==> config.mk <==
export PLATFORM = sky130hd
export DESIGN_NAME = cis_regs
export DESIGN_NICKNAME = d
export VERILOG_FILES = /design/src/common/cis_pkg.sv /design/src/design/cis_regs.sv
export SDC_FILE = /design/constraint.sdc
export NUM_CORES = 1
export LEC_CHECK = 0
export ABC_AREA = 1
export BUFFER_PORTS_ARGS = -buffer_cell sky130_fd_sc_hd__buf_2
export CAP_MARGIN = 20
export CELL_PAD_IN_SITES_DETAIL_PLACEMENT = 2
export CELL_PAD_IN_SITES_GLOBAL_PLACEMENT = 2
export CORE_UTILIZATION = 33
export CTS_CLUSTER_DIAMETER = 30
export DETAILED_ROUTE_END_ITERATION = 10
export GPL_TIMING_DRIVEN = 1
export PLACE_DENSITY_LB_ADDON = 0.1
export SLEW_MARGIN = 15
export SYNTH_ARGS = -nofsm -noshare
export SYNTH_HDL_FRONTEND = slang
export SYNTH_SLANG_ARGS = --single-unit
==> constraint.sdc <==
create_clock -name aclk -period 5.7 [get_ports aclk]
set_input_delay 0.57 -clock aclk [delete_from_list [all_inputs] [get_ports aclk]]
set_output_delay 0.57 -clock aclk [all_outputs]
set_load 0.005 [all_outputs]
==> src/common/cis_pkg.sv <==
// Constants shared by the camera inquiry, status and time-base register bank
package cis_pkg;

   // ---------------------------------------------------------------------
   // Register byte addresses
   // ---------------------------------------------------------------------
   localparam logic [31:0] ADDR_INQ_1      = 32'hf1000040;
   localparam logic [31:0] ADDR_INQ_2      = 32'hf1000044;
   localparam logic [31:0] ADDR_INQ_3      = 32'hf1000048;
   localparam logic [31:0] ADDR_INQ_4      = 32'hf100004c;
   localparam logic [31:0] ADDR_STAT_INFO  = 32'hf1000100;
   localparam logic [31:0] ADDR_STAT_FLAGS = 32'hf1000104;
   localparam logic [31:0] ADDR_SENSOR     = 32'hf1000200;
   localparam logic [31:0] ADDR_UNIT_SEL   = 32'hf1000208;
   localparam logic [31:0] ADDR_EXPO_COUNT = 32'hf1000300;

   // ---------------------------------------------------------------------
   // Field positions (little-endian index; field bit 0 is the word MSB)
   // ---------------------------------------------------------------------
   localparam int POS_PRESENCE   = 31;
   localparam int POS_ARMED      = 16;
   localparam int POS_ISO        = 3;
   localparam int POS_IDLE       = 0;
   localparam int POS_OFFSET_LO  = 12;
   localparam int POS_OFFSET_HI  = 23;
   localparam int POS_UNIT_HI    = 3;
   localparam int POS_COUNT_HI   = 11;

   // ---------------------------------------------------------------------
   // Read-only contents and reset values
   // ---------------------------------------------------------------------
   localparam logic [31:0] INQ_1_VAL       = 32'hc0000000;
   localparam logic [31:0] INQ_2_VAL       = 32'h00000000;
   localparam logic [31:0] INQ_3_VAL       = 32'h80000000;
   localparam logic [31:0] INQ_4_VAL       = 32'h00000000;
   localparam logic [7:0]  IMPL_ID         = 8'h5a; // Arbitrary value
   localparam logic [15:0] SENSOR_ROWS     = 16'h0400;
   localparam logic [15:0] SENSOR_COLUMNS  = 16'h0500;
   localparam logic [11:0] EXPO_OFFSET_US  = 12'h010;
   localparam logic [3:0]  UNIT_CODE_RST   = 4'h4;
   localparam logic [3:0]  UNIT_CODE_MAX   = 4'h9;
   localparam logic [11:0] COUNT_RST       = 12'h001;
   localparam logic [21:0] EXPOSURE_RST    = 22'h000014;
   localparam logic [1:0]  RESP_OKAY       = 2'h0;
   localparam logic [1:0]  RESP_SLVERR     = 2'h2;

   // ---------------------------------------------------------------------
   // Timing
   // ---------------------------------------------------------------------
   localparam int CLK_MHZ          = 200;
   localparam int STATUS_GAP_US    = 5000;
   localparam int STATUS_GAP_CYC   = STATUS_GAP_US * CLK_MHZ;

endpackage

==> src/design/cis_regs.sv <==
// Camera inquiry, status and time-base register bank with AXI4-Lite slave
//
// How it works
// Four inquiry words hold one set bit per implemented feature.
// Space of absent features is unmapped and answers with an error.
// Host ignores unnamed inquiry bits; they read as zero here.
// Idle flag set only while neither capturing nor sending.
// Trigger-armed flag follows external trigger mode; idle may coexist.
// Host should poll status no faster than every 5 ms.
// Status read within 5 ms of the previous one is answered late.
// Flags are live copies and may pulse too briefly to be seen.
// Host ignores unnamed status bits; they read as zero here.
// Read-only word with rows in upper and columns in lower half.
// Exposure count is 12 bits, legal 1 to 4095; zero is refused.
// Exposure time equals count times the active time-base unit.
// Unit codes 0 to 9 select 1 to 1000 microseconds.
// After reset the unit is 20 microseconds.
// Unit changes only while idle and takes effect on count write.
// Time-base word reports the fixed exposure offset in microseconds.
// Host treats a zero offset as unknown.
// Absolute-value register space is not implemented.
// Field bit 0 is the word MSB, bit 31 the LSB.
// Writes to read-only fields are ignored.
//
// Design decision made here: the AXI4-Lite interface to the registers.
module cis_regs #(
   parameter int STATUS_GAP_CYC = cis_pkg::STATUS_GAP_CYC
) (
   input  wire logic        aclk,
   input  wire logic        aresetn,
   input  wire logic [31:0] s_axi_awaddr,
   input  wire logic        s_axi_awvalid,
   output logic             s_axi_awready,
   input  wire logic [31:0] s_axi_wdata,
   input  wire logic [3:0]  s_axi_wstrb,
   input  wire logic        s_axi_wvalid,
   output logic             s_axi_wready,
   output logic [1:0]       s_axi_bresp,
   output logic             s_axi_bvalid,
   input  wire logic        s_axi_bready,
   input  wire logic [31:0] s_axi_araddr,
   input  wire logic        s_axi_arvalid,
   output logic             s_axi_arready,
   output logic [31:0]      s_axi_rdata,
   output logic [1:0]       s_axi_rresp,
   output logic             s_axi_rvalid,
   input  wire logic        s_axi_rready,
   input  wire logic        capturing,
   input  wire logic        sending,
   input  wire logic        external_trigger_mode,
   input  wire logic        iso_active,
   output logic [11:0]      exposure_count,
   output logic [21:0]      exposure_time_us
);

   // ---------------------------------------------------------------------
   // State
   // ---------------------------------------------------------------------
   typedef enum logic [2:0] {
      RD_IDLE = 3'b001,
      RD_WAIT = 3'b010,
      RD_RESP = 3'b100
   } cis_rd_state_t;

   typedef struct packed {
      cis_rd_state_t rd_state;
      logic [31:0]   ar_addr;
      logic [31:0]   rdata;
      logic [1:0]    rresp;
      logic          aw_held;
      logic [31:0]   aw_addr;
      logic          w_held;
      logic [31:0]   wdata;
      logic [3:0]    wstrb;
      logic          bvalid;
      logic [1:0]    bresp;
      logic [31:0]   gap;
      logic [3:0]    unit_sel;
      logic [3:0]    unit_act;
      logic [11:0]   count;
      logic [21:0]   exposure;
      logic          idle;
      logic          external_trigger_armed;
      logic          iso;
   } cis_state_t;

   cis_state_t st_q;
   cis_state_t st_d;

   localparam logic [31:0] GAP_LIMIT = 32'(STATUS_GAP_CYC);

   // ---------------------------------------------------------------------
   // Helpers
   // ---------------------------------------------------------------------
   function automatic logic [9:0] cis_unit_us(input logic [3:0] code);
      logic [9:0] u;
      case (code)
         4'h0:    u = 10'd1;
         4'h1:    u = 10'd2;
         4'h2:    u = 10'd5;
         4'h3:    u = 10'd10;
         4'h4:    u = 10'd20;
         4'h5:    u = 10'd50;
         4'h6:    u = 10'd100;
         4'h7:    u = 10'd200;
         4'h8:    u = 10'd500;
         4'h9:    u = 10'd1000;
         default: u = 10'd20;
      endcase
      return u;
   endfunction

   function automatic logic cis_is_status(input logic [31:0] a);
      return (a == cis_pkg::ADDR_STAT_INFO) || (a == cis_pkg::ADDR_STAT_FLAGS);
   endfunction

   // Only the words below exist; everything else, absent features and the
   // absolute-value space included, answers with an error.
   function automatic logic cis_mapped(input logic [31:0] a);
      case (a)
         cis_pkg::ADDR_INQ_1,
         cis_pkg::ADDR_INQ_2,
         cis_pkg::ADDR_INQ_3,
         cis_pkg::ADDR_INQ_4,
         cis_pkg::ADDR_STAT_INFO,
         cis_pkg::ADDR_STAT_FLAGS,
         cis_pkg::ADDR_SENSOR,
         cis_pkg::ADDR_UNIT_SEL,
         cis_pkg::ADDR_EXPO_COUNT: return 1'b1;
         default:                  return 1'b0;
      endcase
   endfunction

   // ---------------------------------------------------------------------
   // Read multiplexer
   // ---------------------------------------------------------------------
   logic [31:0] rd_word;

   always_comb begin
      rd_word = 32'h00000000;
      case (st_q.ar_addr)
         cis_pkg::ADDR_INQ_1: rd_word = cis_pkg::INQ_1_VAL;
         cis_pkg::ADDR_INQ_2: rd_word = cis_pkg::INQ_2_VAL;
         cis_pkg::ADDR_INQ_3: rd_word = cis_pkg::INQ_3_VAL;
         cis_pkg::ADDR_INQ_4: rd_word = cis_pkg::INQ_4_VAL;
         cis_pkg::ADDR_STAT_INFO: begin
            rd_word[cis_pkg::POS_PRESENCE] = 1'b1;
            rd_word[7:0]                   = cis_pkg::IMPL_ID;
         end
         cis_pkg::ADDR_STAT_FLAGS: begin
            rd_word[cis_pkg::POS_IDLE]  = st_q.idle;
            rd_word[cis_pkg::POS_ARMED] = st_q.external_trigger_armed;
            rd_word[cis_pkg::POS_ISO]   = st_q.iso;
         end
         cis_pkg::ADDR_SENSOR: begin
            rd_word = {cis_pkg::SENSOR_ROWS, cis_pkg::SENSOR_COLUMNS};
         end
         cis_pkg::ADDR_UNIT_SEL: begin
            rd_word[cis_pkg::POS_PRESENCE]                       = 1'b1;
            rd_word[cis_pkg::POS_OFFSET_HI:cis_pkg::POS_OFFSET_LO] =
               cis_pkg::EXPO_OFFSET_US;
            rd_word[cis_pkg::POS_UNIT_HI:0]                      = st_q.unit_sel;
         end
         cis_pkg::ADDR_EXPO_COUNT: rd_word[cis_pkg::POS_COUNT_HI:0] = st_q.count;
         default: rd_word = 32'h00000000;
      endcase
   end

   // ---------------------------------------------------------------------
   // Next state
   // ---------------------------------------------------------------------
   logic        wr_go;
   logic [11:0] new_count;
   logic [3:0]  new_sel;

   always_comb begin
      st_d      = st_q;
      wr_go     = st_q.aw_held && st_q.w_held && !st_q.bvalid;
      new_count = {st_q.wstrb[1] ? st_q.wdata[11:8] : st_q.count[11:8],
                   st_q.wstrb[0] ? st_q.wdata[7:0]  : st_q.count[7:0]};
      new_sel   = st_q.wstrb[0] ? st_q.wdata[3:0] : st_q.unit_sel;

      // Flags are plain one-cycle copies, so a short pulse may be missed
      st_d.idle                   = !(capturing || sending);
      st_d.external_trigger_armed = external_trigger_mode;
      st_d.iso                    = iso_active;

      st_d.exposure = 22'(st_q.count * cis_unit_us(st_q.unit_act));

      if (st_q.gap < GAP_LIMIT) begin
         st_d.gap = st_q.gap + 32'h00000001;
      end

      // Write channel
      if (s_axi_awvalid && !st_q.aw_held) begin
         st_d.aw_held = 1'b1;
         st_d.aw_addr = s_axi_awaddr;
      end
      if (s_axi_wvalid && !st_q.w_held) begin
         st_d.w_held = 1'b1;
         st_d.wdata  = s_axi_wdata;
         st_d.wstrb  = s_axi_wstrb;
      end
      if (st_q.bvalid && s_axi_bready) begin
         st_d.bvalid = 1'b0;
      end
      if (wr_go) begin
         st_d.aw_held = 1'b0;
         st_d.w_held  = 1'b0;
         st_d.bvalid  = 1'b1;
         st_d.bresp   = cis_mapped(st_q.aw_addr) ? cis_pkg::RESP_OKAY
                                                 : cis_pkg::RESP_SLVERR;
         case (st_q.aw_addr)
            cis_pkg::ADDR_UNIT_SEL: begin
               // Refused while busy or out of range, the old code stays
               if (st_q.idle && new_sel <= cis_pkg::UNIT_CODE_MAX) begin
                  st_d.unit_sel = new_sel;
               end
            end
            cis_pkg::ADDR_EXPO_COUNT: begin
               if (new_count != 12'h000) begin
                  st_d.count    = new_count;
                  st_d.unit_act = st_q.unit_sel;
               end
            end
            default: st_d.count = st_q.count;
         endcase
      end

      // Read channel
      case (st_q.rd_state)
         RD_IDLE: begin
            if (s_axi_arvalid) begin
               st_d.ar_addr  = s_axi_araddr;
               st_d.rd_state = RD_WAIT;
            end
         end
         RD_WAIT: begin
            // A fast poller is slowed rather than starving the camera
            if (!(cis_is_status(st_q.ar_addr) && st_q.gap < GAP_LIMIT)) begin
               st_d.rdata    = rd_word;
               st_d.rresp    = cis_mapped(st_q.ar_addr) ? cis_pkg::RESP_OKAY
                                                        : cis_pkg::RESP_SLVERR;
               st_d.rd_state = RD_RESP;
               if (cis_is_status(st_q.ar_addr)) begin
                  st_d.gap = 32'h00000000;
               end
            end
         end
         RD_RESP: begin
            if (s_axi_rready) begin
               st_d.rd_state = RD_IDLE;
            end
         end
         default: st_d.rd_state = RD_IDLE;
      endcase
   end

   // ---------------------------------------------------------------------
   // Registers
   // ---------------------------------------------------------------------
   always_ff @(posedge aclk) begin
      if (!aresetn) begin
         st_q                        <= '0;
         st_q.rd_state               <= RD_IDLE;
         st_q.gap                    <= GAP_LIMIT;
         st_q.unit_sel               <= cis_pkg::UNIT_CODE_RST;
         st_q.unit_act               <= cis_pkg::UNIT_CODE_RST;
         st_q.count                  <= cis_pkg::COUNT_RST;
         st_q.exposure               <= cis_pkg::EXPOSURE_RST;
         st_q.idle                   <= 1'b1;
      end else begin
         st_q <= st_d;
      end
   end

   // ---------------------------------------------------------------------
   // Outputs
   // ---------------------------------------------------------------------
   assign s_axi_awready    = !st_q.aw_held;
   assign s_axi_wready     = !st_q.w_held;
   assign s_axi_bvalid     = st_q.bvalid;
   assign s_axi_bresp      = st_q.bresp;
   assign s_axi_arready    = (st_q.rd_state == RD_IDLE);
   assign s_axi_rvalid     = (st_q.rd_state == RD_RESP);
   assign s_axi_rdata      = st_q.rdata;
   assign s_axi_rresp      = st_q.rresp;
   assign exposure_count   = st_q.count;
   assign exposure_time_us = st_q.exposure;

   logic unit_wr;
   logic count_wr;
   assign unit_wr  = wr_go && st_q.aw_addr == cis_pkg::ADDR_UNIT_SEL;
   assign count_wr = wr_go && st_q.aw_addr == cis_pkg::ADDR_EXPO_COUNT;
endmodule

Yosys cells after proc, flatten, opt, wreduce, memory -nomap -nowiden
Memory sizes are Yosys's and may differ from the RTL's. A register that Yosys moved wholly into a read port is not among the register bits.
Cells that the tools add are included.

storage, ports and cells
  register bits after elaboration = 186
  memories kept = 1
  bits in read-only memories = 160

operators by class
  mux-type cells = 30
  add/subtract/negate cells = 1
  bitwise logic cells = 2
  equality and inequality tests = 24
  reductions and logical operators = 24
  order comparisons = 2
  multipliers = 1

memory list
  memory            words  bits a word  read ports  clocked after Yosys merged registers in  wr ports  RTL line        source
  (name not given)  16     10           1           1                                        0         cis_regs.sv:97  case (code)

operators by type and width
  cell                     count
  $eq A32 B32 Y1 const B   18
  $mux W32                 4
  $mux W35                 1
  $add A32 B1 Y32 const B  1
  $lt A32 B20 Y1 const B   1
  $mul A12 B10 Y22         1
  $reduce_or A9 Y1         2
  $mux W4                  4
  $pmux W4 S2              2
  $pmux W7 S2              1
  $reduce_bool A12 Y1      1
  $mux W3                  3
  $pmux W3 S3              1
  $reduce_and A3 Y1        3
  $mux W8                  1
  $logic_and A1 B1 Y1      7
  $mux W1                  7
  $pmux W2 S3              1
  $le A4 B4 Y1 const B     1
  $logic_not A1 Y1         4
  $mux W2                  2
  $ne A2 B2 Y1 const B     2
  $pmux W1 S4              1
  $reduce_and A2 Y1        2
  other kinds (11)         13

Depth between registers and ports, before layout
Gate-level depths: netlist of run 1.

  depth in word-level cells = 6
  mapped depth = 23
  gate-level depth less buffers = 22

Worst setup path before layout of run 1
Ideal clock, no wire load.

  path type = reg-to-reg
  from = register st_q (netlist bit exposure_count[0])
  to = register st_q (netlist bit exposure_time_us[18])
  clock period less this slack = 4.697 ns
  slack = 1.003 ns
  library setup time = 0.113 ns
  stages on the path, launching flop included = 19
  data arrival time = 4.584 ns
  cells stage by stage = dfxtp_1 clkbuf_1 nand2_1 fa_1 fa_1 inv_1 fa_1 fa_1 inv_1 fa_1 inv_1 ha_1 nand4_1 o21ai_0 nand2_1 o21ai_0 nand2_1 nand2_1 nor2_1

on the way
  word-level cells in the longest chain between the ends = 1

RTL lines
  element                 RTL line         source
  from (decl)             cis_regs.sv:87   cis_state_t st_q;
  from (signal assigned)  cis_regs.sv:273  st_q <= st_d;
  $mul A12 B10 Y22        cis_regs.sv:188  st_d.exposure = 22'(st_q.count * cis_unit_us(st_q.unit_act));

Every way passes these cells.
A chain may end at the register's enable or synchronous reset.

Worst setup path after layout of run 1
  from = register st_q (netlist bit exposure_count[8])
  to = register st_q (netlist bit exposure_time_us[21])

Same word-level chain as after synthesis.

==> out/results.ini, run 1 <==
[status]
status=completed

[synth]
syn_inst=1733
yosys_warnings=0
syn_area_mm2=0.0125
synth_edf_count=0
synthFlopType=dfxtp_1
ys_seq_elements=189
synth_cell_type_count=44
seq_area_frac_synth_pct=30.3
async_reset_ff_share_pct=0
syn_area_per_cell_um2=7.20

[sta]
tightest_slew_ns=0.910
rsz0062_at_grt=false
fin_setup_tns_ns=0
slew_headroom_pct=39.3
max_freq_mhz=188
finalMaxSlewViolations=0
min_period_ns=5.33
whs_ns=0.302
clock_skew_ns=0.0196
finalHoldViolations=0
setup_violations=0
min_period_over_period_pct=93.5

[final_layout]
layout_common_cells=332 x nand2_1, 286 x inv_1, 249 x nor2_1
diodes=0
final_common_cell=nand2_1
drive_above_1_share_pct=12.3
layout.nets=2057
n_fill_cell=4483
area_growth_pct=11.5

[detailed_routing]
num_vias=10900
vias_per_cell=4.70
wl_per_cell_um=16.1
antenna_left=0
dr.pass1.iters=4
drt_iter0_drc=311
wirelength_um=37400
remaining_drc_errors=0

[power]
comb_power_share_pct=9.3
power_density_mw_per_mm2=213
p_int_mw=2.16
swShare_pct=27.3
pwr-share-seq_pct=47.7
p_sw_mw=0.810
peakVddDrop_mv=0.198
p_leak_nw=7.23
pwr-share-clk_pct=42.9

[setup_path]
critPathLaunchType=flip-flop
end_kind=flip-flop
r2r-start=exposure_count[8]
cp_data_required_time_ns=6.10
crit_path_start=exposure_count[8]
crit_arrival_ns=5.72
crit_type=flip-flop to flip-flop
critical_path.max_fanout=13

[cts]
root_buffer=clkbuf_16
ctsResizeCount=0
cts_made_buffers=17
cts_tree=done
clock_path_buffers=2
clk_latency_ns=0.46
cts_sinks=189
htree_num_levels=4
clk_pin_slew_ns=0.08
holdBufCountCts=0
cts_setup_buffers=0

[floorplanning]
die_area_mm2=0.0386
top_level_ports=186
core_mm2=0.0369
die_w_um=196
die_h_um=196
initial_core_util_pct=33.8
num_rows=70

[grt]
grt_max_degree=72
grt_pass1_wl_um=61500
groute.usage.overall_pct=20.1
met2_usage_pct=36.2
met3_usage_pct=3.25
overflow=0
antenna_found_initial=1
grtUsageMet1_pct=25.1
grt_pass1_vias=11900
grt.busiest_layer=met2

[min_path]
worst_hold_path_type=input pin to flip-flop
hold_start=iso_active

[place]
dp_hpwl_um=29200
io_buffers=145
place_congestion=0.805

[run]
cap_violations=0

critical path, cell delays in order (launching register included):
cell	delay [ns]
dfxtp_1	0.71
nand2_1	0.17
fa_1	0.58
inv_1	0.05
fa_1	0.53
fa_1	0.45
fa_1	0.56
inv_1	0.06
fa_1	0.53
inv_1	0.04
ha_1	0.37
nand2_1	0.17
nor2_1	0.06
nor2_1	0.15
nand2_1	0.07
a21oi_1	0.31
o21bai_1	0.20
nand2_1	0.11
nand2_1	0.06
nor2_1	0.09
registers in the layout, indices dropped and copies added (netlist names), named ones only:
name and flops:
s_axi_rdata 16, s_axi_bvalid 1, st_q 126, exposure_time_us 22
s_axi_rresp 1, exposure_count 12, s_axi_bresp 1
area by class of cell:
class / count / area, um^2 / share of cell area [%]
clock inverters: 13 / 154 / 1.11
multi-input cells: 1138 / 6870 / 49.4
flip-flops and latches: 189 / 3780 / 27.2
repair buffers: 168 / 921 / 6.62
well taps: 504 / 631 / 4.53
clock buffers: 19 / 453 / 3.26
inverters: 291 / 1090 / 7.85
synthesized netlist by cell type, drive strengths merged, types with 2 or more instances:
library cell,instances,area (um^2)
xor2,9,78.8
a21o,2,15.0
o21a,3,22.5
or2,2,12.5
a211oi,9,67.6
and2,2,12.5
o21bai,4,30.0
nor2,255,987
nand2,336,1280
buf,80,594
o211ai,4,30.0
nand4,23,144
a21oi,90,450
o21ai,114,571
nand3,76,433
ha,63,788
clkbuf,52,195
inv,290,1090
a31oi,2,12.5
fa,78,1560
nand3b,5,37.5
xnor2,9,78.8
dfxtp,189,3780
nor3,28,145
power by group through the flow:
stage	Combinational [mW]	Clock (mW)	Sequential (mW)
floorplan	0.202	0	1.43
global placement	0.270	0	1.44
detailed placement	0.279	0	1.45
CTS	0.281	1.32	1.42
global route	0.322	1.37	1.42
finish	0.277	1.27	1.42
worst paths after layout:
path / slack [ns] / to / depth (start not counted)
worst max register to register: 0.37 / exposure_time_us[21] / 19
worst min register to register: 0.44 / st_q[71] / 2
worst max-delay path: 0.37 / exposure_time_us[21] / 19
worst min-delay path: 0.30 / st_q[0] / 3
per-layer routing:
| metal | wire length, um | vias up |
|---|---|---|
| li1 | - | 5411 |
| met1 | 17200 | 5345 |
| met2 | 18700 | 121 |
| met3 | 1060 | 23 |
| met4 | 363 | 2 |
| met5 | 17 | - |
per-stage QoR:
step / instance area, um^2 / power, mW / setup slack, ns / util [%] / cells
global placement: 13300 / 1.71 / 0.466 / 36.0 / 2289
detailed placement: 13300 / 1.73 / 0.342 / 36.0 / 2289
CTS: 13900 / 3.02 / 0.295 / 37.6 / 2321
global route: 13900 / 3.12 / 0.00957 / 37.7 / 2322
finish: 13900 / 2.97 / 0.373 / 37.7 / 2322
floorplan: 12500 / 1.64 / 1.00 / - / 1750
cells by family (layout without fill, tap and decap cells):
family | Yosys count | after routing | share of synthesized area, %
xor+xnor | 18 | 18 | 1.26
compound gates | 232 | 232 | 9.87
buf+inv | 423 | 491 | 15.1
fa+ha+maj | 141 | 141 | 18.8
simple gates | 729 | 729 | 24.6
flops | 189 | 189 | 30.3
other cells | 1 | 18 | 0.0301
No activity file was read; power rests on OpenSTA's default activity.
==> run 2: changes to the inputs <==
--- a/config.mk
+++ b/config.mk
@@ -14,6 +14,7 @@
 export CTS_CLUSTER_DIAMETER = 30
 export DETAILED_ROUTE_END_ITERATION = 10
 export GPL_TIMING_DRIVEN = 1
+export MAX_ROUTING_LAYER = met4
 export PLACE_DENSITY_LB_ADDON = 0.1
 export SLEW_MARGIN = 15
 export SYNTH_ARGS = -nofsm -noshare
==> out/results.ini, run 2 (same netlist as run 1, synthesis figures left out) <==
[setup_path]
r2r_slack_ns=0.36
end_kind=flip-flop
critical_path.max_fanout=13
path_buf_inv=3
worstReg2RegEnd=exposure_time_us[20]
r2r-start=exposure_count[8]
critPathLaunchType=flip-flop
ff2ff_path_depth=18
crit_path_start=exposure_count[8]
critical-path-top-delay-family=adder cells
cp_data_required_time_ns=6.05
max_stage_delay_ns=0.71
path_cells=nand2_1, fa_1, inv_1, fa_1, fa_1, fa_1, inv_1, fa_1, inv_1, ha_1, nand2_1, nand2_1, a31oi_1, nand3_1, a21oi_1, nand2_1, nand2_1, nor2_1
slowest_stage=dfxtp_1
crit_arrival_ns=5.68
crit_type=flip-flop to flip-flop

[floorplanning]
top_level_ports=186
die_area_mm2=0.0386
core_mm2=0.0369
num_rows=70
die_w_um=196
die_h_um=196
initial_core_util_pct=33.8

[grt]
grt_max_degree=72
grt_pass1_vias=11900
grt_pass1_wl_um=61500
groute.usage.overall_pct=20.7
antenna_found_initial=1
overflow=0

[sta]
min_period_over_period_pct=93.6
fin_setup_tns_ns=0
clock_skew_ns=0.0188
min_period_ns=5.34
max_freq_mhz=187
rsz0062_at_grt=false
tightest_slew_ns=0.913
finalMaxSlewViolations=0
setup_violations=0
slew_headroom_pct=39.1
finalHoldViolations=0

[cts]
cts_tree=done
cts_made_buffers=17
clock_path_buffers=2
clk_pin_slew_ns=0.08
cts_setup_buffers=0
htree_num_levels=4
cts_sinks=189
clk_latency_ns=0.46
ctsResizeCount=0
root_buffer=clkbuf_16
holdBufCountCts=0

[final_layout]
largest_register_ffs=126
stdcell_count=2323
layout_common_cells=332 x nand2_1, 286 x inv_1, 249 x nor2_1
n_fill_cell=4485
regMostFlops=st_q
layout.nets=2057
regArea_mm2=0.00378
area_growth_pct=11.5
drive_above_1_share_pct=12.3
final_common_cell=nand2_1
multi_input_area_mm2=0.00687

[detailed_routing]
dr.pass1.iters=6
vias_per_cell=4.69
wl_per_cell_um=16.1
antenna_left=0
remaining_drc_errors=0
drt_iter0_drc=295
num_vias=10900
wirelength_um=37500

[power]
power_density_mw_per_mm2=214
pwr-share-seq_pct=47.7
pwr-share-clk_pct=43.0
peakVddDrop_mv=0.198
swShare_pct=27.4
p_sw_mw=0.813
p_int_mw=2.16
p_leak_nw=7.23
comb_power_share_pct=9.3

[place]
place_congestion=0.817
io_buffers=145
dp_hpwl_um=29200
placed_cells=2289

[status]
status=completed

[run]
cap_violations=0

[min_path]
holdPathStages=3
worst_hold_path_type=input pin to flip-flop
hold_start=iso_active
min_delay_worst_endpoint=st_q[0]

-- run 2: cell count changes in the layout (fill, tap and decap cells not counted) --
cell / previous run / this run
diode_2: 0 / 1
-- run 2: metal layers --
metal  GRT usage (%)  wire length (um)
met2            36.2             18700
met1            25.2             17300
met4            4.40               348
met5               -                 0
met3            3.18              1060
-- run 2: worst max-delay path by stage --
stage,to,cells after the start
4_1_cts,exposure_time_us[18],17
3_5_place_dp,exposure_time_us[18],17
6_report,exposure_time_us[20],18
5_1_grt,exposure_time_us[21],19
3_3_place_gp,exposure_time_us[21],19
2_1_floorplan,exposure_time_us[18],18
-- run 2: cell type report --
| class | count | area share, % |
|---|---|---|
| diodes | 1 | 0.0180 |
| clock buffers | 19 | 3.26 |
| clock inverters | 13 | 1.11 |
| inverters | 291 | 7.85 |
| multi-input cells | 1138 | 49.4 |
| flip-flops and latches | 189 | 27.2 |
| well taps | 504 | 4.53 |
| repair buffers | 168 | 6.62 |
-- run 2: metrics by stage --
step                      hold slack [ns]  setup slack (ns)  instance area [um^2]  util (%)  power (mW)
after CTS                           0.279             0.295                 13900      37.6        3.02
final                               0.301             0.365                 13900      37.7        2.97
after global placement              0.425             0.466                 13300      36.0        1.71
after detailed placement            0.434             0.342                 13300      36.0        1.73
after floorplan                     0.415              1.00                 12500         -        1.64
after global routing                0.300           0.00975                 13900      37.7        3.12
-- run 2: power groups by stage --
| stage | sequential, mW | combinational, mW | clock [mW] |
|---|---|---|---|
| 2_1_floorplan | 1.43 | 0.202 | 0 |
| 3_3_place_gp | 1.44 | 0.270 | 0 |
| 3_5_place_dp | 1.45 | 0.279 | 0 |
| 4_1_cts | 1.42 | 0.281 | 1.32 |
| 5_1_grt | 1.42 | 0.322 | 1.37 |
| 6_report | 1.42 | 0.277 | 1.28 |
-- run 2: tightest hold or removal path, stage by stage --
cell     delay, ns
buf_2         0.07
nand2_1       0.04
inv_1         0.04
==> run 3: changes to the inputs <==
--- a/config.mk
+++ b/config.mk
@@ -6,13 +6,14 @@
 export NUM_CORES = 1
 export LEC_CHECK = 0
 export ABC_AREA = 1
-export BUFFER_PORTS_ARGS = -buffer_cell sky130_fd_sc_hd__buf_2
 export CAP_MARGIN = 20
 export CELL_PAD_IN_SITES_DETAIL_PLACEMENT = 2
 export CELL_PAD_IN_SITES_GLOBAL_PLACEMENT = 2
-export CORE_UTILIZATION = 33
+export CORE_UTILIZATION = 38
+export CTS_BUF_LIST = sky130_fd_sc_hd__clkbuf_2
 export CTS_CLUSTER_DIAMETER = 30
 export DETAILED_ROUTE_END_ITERATION = 10
+export DONT_BUFFER_PORTS = 1
 export GPL_TIMING_DRIVEN = 1
 export MAX_ROUTING_LAYER = met4
 export PLACE_DENSITY_LB_ADDON = 0.1
==> out/results.ini, run 3 (same netlist as run 1, synthesis figures left out) <==
[final_layout]
final_common_cell=nand2_1
layout_common_cells=332 x nand2_1, 286 x inv_1, 249 x nor2_1
drive_above_1_share_pct=4.58
layout.nets=2007
n_fill_cell=3832
area_growth_pct=10.2
largest_register_ffs=126
stdcell_count=2206
regMostFlops=st_q

[grt]
antenna_found_initial=4
grt_max_degree=137
overflow=0
groute.usage.overall_pct=26.6
grt_pass1_vias=12600
grt_pass1_wl_um=67300

[cts]
clock_path_buffers=2
root_buffer=clkbuf_2
clk_pin_slew_ns=0.34
cts_tree=done
htree_num_levels=4
clk_latency_ns=0.92
cts_sinks=189
cts_made_buffers=17
cts_setup_buffers=0

[run]
cap_violations=0

[sta]
min_period_over_period_pct=93.6
slew_headroom_pct=36.8
max_freq_mhz=188
min_period_ns=5.33
fin_setup_tns_ns=0
setup_violations=0
finalMaxSlewViolations=0
clock_skew_ns=0.0693
finalHoldViolations=0
tightest_slew_ns=0.947
rsz0062_at_grt=false

[detailed_routing]
wirelength_um=41400
antenna_left=0
num_vias=11200
vias_per_cell=5.06
wl_per_cell_um=18.8
dr.pass1.iters=4
drt_iter0_drc=328
remaining_drc_errors=0

[status]
status=completed

[setup_path]
r2r_slack_ns=0.37
r2r-start=exposure_count[7]
crit_type=flip-flop to flip-flop
critPathLaunchType=flip-flop
crit_arrival_ns=6.20
setup.worst_path.end=exposure_time_us[21]
worstReg2RegEnd=exposure_time_us[21]
ff2ff_path_depth=19
cp_data_required_time_ns=6.56
critical_path.max_fanout=6
crit_path_start=exposure_count[7]
end_kind=flip-flop

[place]
place_congestion=0.807
placed_cells=2066
io_buffers=0
dp_hpwl_um=28600

[power]
peakVddDrop_mv=0.146
p_leak_nw=6.85
power_density_mw_per_mm2=181

[floorplanning]
die_area_mm2=0.0336
die_w_um=183
core_mm2=0.0320
initial_core_util_pct=39.0
top_level_ports=186
die_h_um=183
num_rows=65

[min_path]
worst_hold_path_type=input pin to flip-flop

## run 3: changes by cell type in the layout (fill, tap and decap cells not counted), sizes merged
cell / change
dlygate4sd3: +103
clkinvlp: -1
bufinv: -2
inv: +1
clkinv: +4
clkbuf: -2
diode: +2
buf: -153
## run 3: stage by stage
stage	setup WS (ns)	hold slack, ns	power (mW)	util, %	area, um^2
2_1_floorplan	1.00	0.415	1.64	-	12500
3_3_place_gp	0.438	0.425	1.66	38.8	12400
3_5_place_dp	0.293	0.437	1.68	38.8	12400
4_1_cts	0.231	0.187	2.50	42.9	13700
5_1_grt	0.00709	0.226	2.62	43.0	13700
6_report	0.367	0.269	2.49	43.0	13700
## run 3: cell type report
type	instances	area (um^2)	share of cell area, %
clock inverters	15	170	1.24
well taps	435	544	3.96
clock buffers	17	85.1	0.619
diodes	3	7.51	0.0546
flip-flops and latches	189	3800	27.6
inverters	291	1090	7.95
repair buffers	118	1170	8.52
multi-input cells	1138	6870	50.0
## run 3: worst max-delay path, cell delays in order (launching register included)
cell and delay [ns]:
dfxtp_1 0.68, nand2_1 0.17, fa_1 0.56, inv_1 0.05
fa_1 0.51, fa_1 0.44, fa_1 0.55, inv_1 0.06
fa_1 0.52, inv_1 0.04, ha_1 0.36, a21oi_1 0.25
nor2_1 0.07, nor2_1 0.16, nand2_1 0.08, a21oi_1 0.39
o21bai_1 0.16, nand2_1 0.08, nand2_1 0.05, nor2_1 0.10
## run 3: worst min-delay path by stage
stage | from | to | slack [ns] | cells after the start
2_1_floorplan | st_q[67] | st_q[67] | 0.42 | 2
3_3_place_gp | st_q[69] | st_q[69] | 0.43 | 2
3_5_place_dp | st_q[72] | st_q[72] | 0.44 | 2
4_1_cts | aresetn | exposure_time_us[12] | 0.19 | 2
5_1_grt | external_trigger_mode | st_q[1] | 0.23 | 3
6_report | aresetn | exposure_time_us[12] | 0.27 | 2
## run 3: what timing repair did
item,CTS,global route
setup endpoints to repair,0,4
hold buffers,104,0
resized for setup,0,11
hold endpoints to repair,171,0
## run 3: layer usage
layer  track usage, %  wire, um  share of wire (%)  up-vias
met1             31.3     18400                 44     5587
met3             4.53      1410                3.4       56
met4             7.90       943                2.3        0
li1                 -         -                  -     5317
met5                -         0                  0        -
met2             46.3     20700                 50      193
## run 3: report_power, final
| part | internal, mW | total [mW] | switching (mW) |
|---|---|---|---|
| sequential | 1.39 | 1.43 | 0.0433 |
| clock | 0.150 | 0.731 | 0.581 |
| combinational | 0.122 | 0.329 | 0.208 |
